--- config.mk ---
export PLATFORM = sky130hd
export DESIGN_NAME = ilcd_top
export DESIGN_NICKNAME = d
export VERILOG_FILES = /design/src/ilcd_pkg.sv /design/src/ilcd_channel.sv /design/src/ilcd_top.sv
export SDC_FILE = /design/constraint.sdc
export NUM_CORES = 1
export LEC_CHECK = 0
export BUFFER_PORTS_ARGS = -buffer_cell sky130_fd_sc_hd__buf_4
export CORE_UTILIZATION = 52
export DETAILED_ROUTE_END_ITERATION = 8
export PLACE_DENSITY = 0.81
export SYNTH_ARGS = -nofsm -noshare
export SYNTH_HDL_FRONTEND = slang
export SYNTH_SLANG_ARGS = --single-unit
--- constraint.sdc ---
create_clock -name clock -period 4.6 [get_ports clock]
set_input_delay 0.23 -clock clock [delete_from_list [all_inputs] [get_ports clock]]
set_output_delay 0.23 -clock clock [all_outputs]
set_load 0.1 [all_outputs]
--- src/ilcd_pkg.sv ---
// Contract
// - pulse reset clears mismatch estimator, correction state and output link (code keeps correction control; disable flags reload from it)
// - host writes 0x08 to correction control; device stops that channel's correction (code applies it only with validity at 0x04 and on the next pulse reset)
// - host writes 0x01 then 0x00 to pulse reset: assert then release
// - disabled correction outputs raw samples with mismatch uncorrected
// - estimator tracks drift while unfrozen and holds parameters while frozen (code still clears them to zero on pulse reset while frozen)
package ilcd_pkg;
  localparam logic [15:0] ADDR_PAGE0      = 16'h4001;
  localparam logic [15:0] ADDR_PAGE1      = 16'h4002;
  localparam logic [15:0] ADDR_PAGE2      = 16'h4003;
  localparam logic [15:0] ADDR_PAGE3      = 16'h4004;
  localparam logic [15:0] ADDR_WMODE      = 16'h4005;
  localparam logic [15:0] ADDR_PULSE_RST  = 16'h6000;
  localparam logic [15:0] ADDR_CORR_A     = 16'h6040;
  localparam logic [15:0] ADDR_VALID_A    = 16'h604B;
  localparam logic [15:0] ADDR_CORR_B     = 16'h7040;
  localparam logic [15:0] ADDR_VALID_B    = 16'h704B;
  localparam logic [7:0]  PAGE_CORR       = 8'h68;
  localparam logic [7:0]  VALID_DISABLE   = 8'h04;
  localparam int          CORR_DIS_BIT    = 3;
  localparam int          PULSE_BIT       = 0;
  localparam logic [7:0]  REG_RESET       = 8'h00;
  localparam int          EST_STEP_SHIFT  = 4;
endpackage

--- src/ilcd_channel.sv ---
`timescale 1ns/10ps
module ilcd_channel #(
  parameter int W = 14
) (
  input  wire logic         clock,
  input  wire logic         rst,
  input  wire logic         clear,
  input  wire logic         corr_disable,
  input  wire logic         freeze,
  input  wire logic [W-1:0] even_in,
  input  wire logic [W-1:0] odd_in,
  output logic      [W-1:0] even_out,
  output logic      [W-1:0] odd_out
);
  logic signed [W-1:0] est_r;
  logic signed [W-1:0] est_nxt;
  logic        [W-1:0] even_r;
  logic        [W-1:0] odd_r;
  logic        [W-1:0] even_nxt;
  logic        [W-1:0] odd_nxt;
  logic signed [W-1:0] diff;

  always_comb begin
    diff    = $signed(odd_in) - $signed(even_in);
    est_nxt = est_r;
    if (clear) begin
      est_nxt = '0;
    end else if (!freeze) begin
      // slow leaky tracking follows drift
      est_nxt = est_r + ((diff - est_r) >>> ilcd_pkg::EST_STEP_SHIFT);
    end
    even_nxt = even_in;
    odd_nxt  = corr_disable ? odd_in : W'($signed(odd_in) - (est_r >>> 1));
  end

  always_ff @(posedge clock or posedge rst) begin
    if (rst) begin
      est_r  <= '0;
      even_r <= '0;
      odd_r  <= '0;
    end else begin
      est_r  <= est_nxt;
      even_r <= even_nxt;
      odd_r  <= odd_nxt;
    end
  end

  assign even_out = even_r;
  assign odd_out  = odd_r;
endmodule

--- src/ilcd_top.sv ---
`timescale 1ns/10ps
module ilcd_top #(
  parameter int W = 14
) (
  input  wire logic         clock,
  input  wire logic         rst,
  input  wire logic         wr_en,
  input  wire logic         rd_en,
  input  wire logic [15:0]  addr,
  input  wire logic [7:0]   wdata,
  input  wire logic         freeze,
  input  wire logic [W-1:0] a_even_in,
  input  wire logic [W-1:0] a_odd_in,
  input  wire logic [W-1:0] b_even_in,
  input  wire logic [W-1:0] b_odd_in,
  output logic      [7:0]   rdata,
  output logic              link_reset,
  output logic              channel_a_corr_off,
  output logic              channel_b_corr_off,
  output logic      [W-1:0] a_even_out,
  output logic      [W-1:0] a_odd_out,
  output logic      [W-1:0] b_even_out,
  output logic      [W-1:0] b_odd_out
);
  ////////////////////////////////////////////////////////////////////////////
  logic [7:0] page_r [4];
  logic [7:0] page_nxt [4];
  logic [7:0] wmode_r, wmode_nxt;
  logic [7:0] prst_r, prst_nxt;
  logic [7:0] corr_a_r, corr_a_nxt;
  logic [7:0] corr_b_r, corr_b_nxt;
  logic [7:0] val_a_r, val_a_nxt;
  logic [7:0] val_b_r, val_b_nxt;
  logic [7:0] rdata_nxt;
  logic       off_a_r, off_a_nxt;
  logic       off_b_r, off_b_nxt;
  logic       lrst_r;
  logic       paged;
  logic       pulse;

  // correction page only decodes once selected; broadcast reaches both channels
  assign paged = page_r[3] == ilcd_pkg::PAGE_CORR && page_r[2] == 8'h00
                 && page_r[1] == 8'h00 && page_r[0] == 8'h00;
  assign pulse = prst_r[ilcd_pkg::PULSE_BIT];

  always_comb begin
    page_nxt   = page_r;
    wmode_nxt  = wmode_r;
    prst_nxt   = prst_r;
    corr_a_nxt = corr_a_r;
    corr_b_nxt = corr_b_r;
    val_a_nxt  = val_a_r;
    val_b_nxt  = val_b_r;
    if (wr_en) begin
      case (addr)
        ilcd_pkg::ADDR_PAGE0:     page_nxt[0] = wdata;
        ilcd_pkg::ADDR_PAGE1:     page_nxt[1] = wdata;
        ilcd_pkg::ADDR_PAGE2:     page_nxt[2] = wdata;
        ilcd_pkg::ADDR_PAGE3:     page_nxt[3] = wdata;
        ilcd_pkg::ADDR_WMODE:     wmode_nxt   = wdata;
        ilcd_pkg::ADDR_PULSE_RST: prst_nxt    = wdata;
        ilcd_pkg::ADDR_VALID_A: begin
          if (paged) val_a_nxt = wdata;
          if (paged && wmode_r != 8'h00) val_b_nxt = wdata;
        end
        ilcd_pkg::ADDR_VALID_B: begin
          if (paged) val_b_nxt = wdata;
          if (paged && wmode_r != 8'h00) val_a_nxt = wdata;
        end
        ilcd_pkg::ADDR_CORR_A: begin
          if (paged) corr_a_nxt = wdata;
          if (paged && wmode_r != 8'h00) corr_b_nxt = wdata;
        end
        ilcd_pkg::ADDR_CORR_B: begin
          if (paged) corr_b_nxt = wdata;
          if (paged && wmode_r != 8'h00) corr_a_nxt = wdata;
        end
        default: ;
      endcase
    end
  end

  // disable takes effect only if validity armed; latched while pulse reset is asserted
  always_comb begin
    off_a_nxt = off_a_r;
    off_b_nxt = off_b_r;
    if (pulse) begin
      off_a_nxt = val_a_r == ilcd_pkg::VALID_DISABLE
                  && corr_a_r[ilcd_pkg::CORR_DIS_BIT];
      off_b_nxt = val_b_r == ilcd_pkg::VALID_DISABLE
                  && corr_b_r[ilcd_pkg::CORR_DIS_BIT];
    end
  end

  always_comb begin
    rdata_nxt = 8'h00;
    if (rd_en) begin
      case (addr)
        ilcd_pkg::ADDR_PAGE0:     rdata_nxt = page_r[0];
        ilcd_pkg::ADDR_PAGE1:     rdata_nxt = page_r[1];
        ilcd_pkg::ADDR_PAGE2:     rdata_nxt = page_r[2];
        ilcd_pkg::ADDR_PAGE3:     rdata_nxt = page_r[3];
        ilcd_pkg::ADDR_WMODE:     rdata_nxt = wmode_r;
        ilcd_pkg::ADDR_PULSE_RST: rdata_nxt = prst_r;
        ilcd_pkg::ADDR_VALID_A:   rdata_nxt = paged ? val_a_r : 8'h00;
        ilcd_pkg::ADDR_VALID_B:   rdata_nxt = paged ? val_b_r : 8'h00;
        ilcd_pkg::ADDR_CORR_A:    rdata_nxt = paged ? corr_a_r : 8'h00;
        ilcd_pkg::ADDR_CORR_B:    rdata_nxt = paged ? corr_b_r : 8'h00;
        default:                  rdata_nxt = 8'h00;
      endcase
    end
  end

  ////////////////////////////////////////////////////////////////////////////
  always_ff @(posedge clock or posedge rst) begin
    if (rst) begin
      for (int i = 0; i < 4; i++) begin
        page_r[i] <= ilcd_pkg::REG_RESET;
      end
      wmode_r  <= ilcd_pkg::REG_RESET;
      prst_r   <= ilcd_pkg::REG_RESET;
      corr_a_r <= ilcd_pkg::REG_RESET;
      corr_b_r <= ilcd_pkg::REG_RESET;
      val_a_r  <= ilcd_pkg::REG_RESET;
      val_b_r  <= ilcd_pkg::REG_RESET;
      rdata    <= 8'h00;
      off_a_r  <= 1'b0;
      off_b_r  <= 1'b0;
      lrst_r   <= 1'b0;
    end else begin
      page_r   <= page_nxt;
      wmode_r  <= wmode_nxt;
      prst_r   <= prst_nxt;
      corr_a_r <= corr_a_nxt;
      corr_b_r <= corr_b_nxt;
      val_a_r  <= val_a_nxt;
      val_b_r  <= val_b_nxt;
      rdata    <= rdata_nxt;
      off_a_r  <= off_a_nxt;
      off_b_r  <= off_b_nxt;
      lrst_r   <= pulse;
    end
  end

  assign link_reset         = lrst_r;
  assign channel_a_corr_off = off_a_r;
  assign channel_b_corr_off = off_b_r;

  ////////////////////////////////////////////////////////////////////////////
  ilcd_channel #(.W(W)) u_chan_a (
    .clock        (clock),
    .rst          (rst),
    .clear        (pulse),
    .corr_disable (off_a_r),
    .freeze       (freeze),
    .even_in      (a_even_in),
    .odd_in       (a_odd_in),
    .even_out     (a_even_out),
    .odd_out      (a_odd_out)
  );

  ilcd_channel #(.W(W)) u_chan_b (
    .clock        (clock),
    .rst          (rst),
    .clear        (pulse),
    .corr_disable (off_b_r),
    .freeze       (freeze),
    .even_in      (b_even_in),
    .odd_in       (b_odd_in),
    .even_out     (b_even_out),
    .odd_out      (b_odd_out)
  );
endmodule

==> flow_metrics.tcl <==
set metrics [dict create \
    status "complete, no violations" \
    wl_per_cell_um 17.3 \
    root_buffer "clkbuf_16" \
    ant_nets 0 \
    ys.flop_type "dfrtp_1" \
    ys_types 80 \
    synthTopCellsByArea "dfrtp_1 39%, ha_1 8.8%, mux2_2 8.5%" \
    cts_tree "done" \
    die_area_sq_um 21900 \
    p_leak_uw 0.00648 \
    crit_family "adder cells" \
    synth_compound_area_share_pct 16.3 \
    timing.final.ws_setup_ns 0.161 \
    yosysSeqAreaShare_pct 39.5 \
    nets 1440 \
    synth_top_family_by_area "compound AO/OA/AOI/OAI gates" \
    num_rows 53 \
    hp-class "in -> reg" \
    synthAdderAreaFrac_pct 13.9 \
    p_per_area_nw_per_um2 867 \
    cts_max_level 4 \
    layout-drive-gt1-share_pct 25.5 \
    ys_warn_count 0 \
    arrival_ns 4.78 \
    routed_via_density 5.85 \
    final_area_sq_um 13600 \
    cp_max_fo 4 \
    die_h_um 148 \
    postSynthCellCount 1066 \
    initial_core_util_pct 52.9 \
    holdWs_ns 0.0136 \
    first_pass_iters 6 \
    async_reset_ff_share_pct 100 \
    numCtsBuffers 17 \
    final.min_clock_period_ns 4.44 \
    path_cells "dlygate4sd3_1 -> buf_4 -> inv_1 -> fa_1 -> ha_1 -> o21a_1 -> a21oi_2 -> a2111oi_2 -> buf_4 -> nor2_2 -> buf_4 -> nor2_1 -> nor2_1 -> xnor2_1 -> ha_2 -> nor2_1 -> a21oi_2 -> nand3_1 -> a211o_1 -> or2_2 -> mux2_2 -> mux2_4" \
    clk_pin_slew_worst_paths_ns 0.08 \
    cpPeakStageDelay_ns 0.53 \
    synthToLayoutAreaGrowth_pct 22.5 \
    clock-sinks 175 \
    synthSimpleGateAreaFrac_pct 12.1 \
    endpoint_kind "flip-flop" \
    worst_pin_slew_ns 1.11 \
    core_sq_um 21000 \
    numPortBuffers 151 \
    clk_latency_ns 0.45 \
    synth_enable_flop_cells 0 \
    grt_overflow_total 0 \
    antenna_found_initial 0 \
    drc 0 \
    peakVddDrop_mv 0.562 \
    maxSlewViolCount 0 \
    yosys.area.top_type "dfrtp_1" \
    finalSetupViolCount 0 \
    routed_wl_um 26600 \
    synth.area.mux_share_pct 10.3 \
    cp.required_ns 4.94 \
    power_uw 11800 \
    ctsLongestPathBuffers 2 \
    rsz0062_at_grt "true" \
    fin_crit_sh_pct 96.5 \
    synthesis.area_sq_um 11100 \
    reg2reg_setup_slack_ns 0.19 \
    place_ws_ns 0.0737 \
    first_iter_violations 704 \
    gp_congestion 0.907 \
    fmax_mhz 225 \
    crit_buf_inv 5 \
    die_w_um 148 \
    finClkSkew_ns 0.0128 \
    synth_xor_area_share_pct 3.71 \
    num_io_pins 152 \
    hpwl_um 18800 \
    start_kind "input port" \
    cap_viol_max_count 0 \
    grt_start_max_net_pins 140 \
    grt_pass1_wl_um 43000 \
    cpMaxStageDelayCell "dlygate4sd3_1" \
    final-hold-violation-count 0 \
    num_vias 8992 \
    syn-num-nets 1257 \
    synth.ff_latch_count 175 \
    critPathKind "in -> reg" \
    num_antenna_cells 0 \
    grt_util_all_layers_pct 24.6 \
    maxSlewHeadroom_pct 25.1 \
    postSynthAreaPerCell_sq_um 10.4 \
    grt_pass1_vias 8938 \
    post_dp_cell_area_sq_um 12500 \
    synth_top_area_share_pct 39.5 \
]
==> worst paths after layout <==
check / to / cells past startpoint / startpoint
worst max-delay path: u_chan_a.est_r[13] / 22 / a_even_in[2]
worst min-delay path: u_chan_a.odd_out[4] / 3 / a_odd_in[4]
worst max register to register: u_chan_a.est_r[13] / 20 / u_chan_a.est_r[3]
worst min register to register: corr_a_r[6] / 1 / corr_a_r[6]
max in group asynchronous: u_chan_b.odd_out[1] / 4 / rst
min in group asynchronous: u_chan_a.odd_out[6] / 3 / rst
==> state kept, by name, summed over array words and instances, names as in the netlist <==
name	count
prst_r	8
u_chan_a.even_out	14
u_chan_b.even_out	14
channel_a_corr_off	1
corr_a_r	8
link_reset	1
u_chan_b.est_r	14
page_r	32
u_chan_b.odd_out	14
rdata	8
wmode_r	8
u_chan_a.est_r	14
val_a_r	8
val_b_r	8
channel_b_corr_off	1
u_chan_a.odd_out	14
corr_b_r	8
==> area by class of cell <==
class,instances,area [sq um]
multi-input combinational,771,6330
clock inverter,15,199
inverter,86,327
tap,275,344
fill,1639,7370
sequential,175,4380
timing repair buffer,198,1580
clock buffer,17,425
==> cells in the final DEF (no fill, tap or decap), drive strengths merged, types with 7 or more instances in the layout <==
cell type    instances
a222oi               7
a21o                21
a21oi               57
nor2b                9
or3                  8
buf                167
dfrtp              175
a2111oi              8
nand2b               9
a22oi               17
mux2                85
nand2               66
mux2i               19
nor2                61
a31oi               11
dlygate4sd3         31
o21ai               48
fa                  28
nand3               17
nor4                10
a211oi              12
nor3                32
clkbuf              17
ha                  78
o21a                21
xor2                16
o22ai                8
o31ai                9
xnor2               31
inv                 94
==> power by group <==
group          switching [uW]  internal (uW)
Clock                     773            754
Sequential                154           1850
Combinational            4860           3380
==> cell usage after synthesis, types with 11 or more instances <==
master and count:
o21ai_0 47, a21o_1 21, o21a_1 21, inv_1 85, buf_1 11, clkbuf_1 18
nor3_1 29, nand3_1 15, a211oi_1 12, a31oi_1 11, mux2_2 84, nand2_1 65
nor2_1 58, mux2i_1 19, a21oi_1 56, ha_1 78, fa_1 28, a22oi_1 17
dfrtp_1 175, xnor2_1 31, xor2_1 16
==> through the flow <==
stage | TNS (ns) | util [%] | std cells
finish | 0 | 64.8 | 1537
global route | -0.0533 | 64.8 | 1537
CTS | 0 | 64.2 | 1532
detailed placement | 0 | 59.8 | 1469
global placement | 0 | 59.8 | 1469
floorplan | 0 | - | 1066
==> metal layers <==
layer / GRT usage, % / vias to the layer above / share of wire [%]
li1: - / 4241 / -
met1: 30.8 / 4413 / 42
met2: 42.9 / 288 / 51
met3: 4.01 / 50 / 4.7
met4: 8.40 / 0 / 2.2
met5: 0 / - / 0
==> repair_timing <==
action | 4_1_cts | 5_1_grt
hold endpoints to repair | 66 | 0
setup endpoints to repair | 0 | 4
gates resized for setup | 0 | 20
hold buffers | 31 | 0
buffers inserted | 0 | 5
==> worst min-delay path, delay by kind of cell <==
kind,cells,cell delay [ns]
AND/OR/NAND/NOR,1,0.05
buffers and inverters,1,0.10
AO/OA/AOI/OAI,1,0.05
==> logic make-up (layout without fill, tap and decap cells) <==
kind of cell	count (synthesis)	in the layout
AO/OA/AOI/OAI	263	263
XOR/XNOR	47	47
adder cells (fa/ha/maj)	106	106
buffers and inverters	120	316
flip-flops	175	175
multiplexers	104	104
AND/OR/NAND/NOR	251	251
No activity file was read; power rests on OpenSTA's default activity.
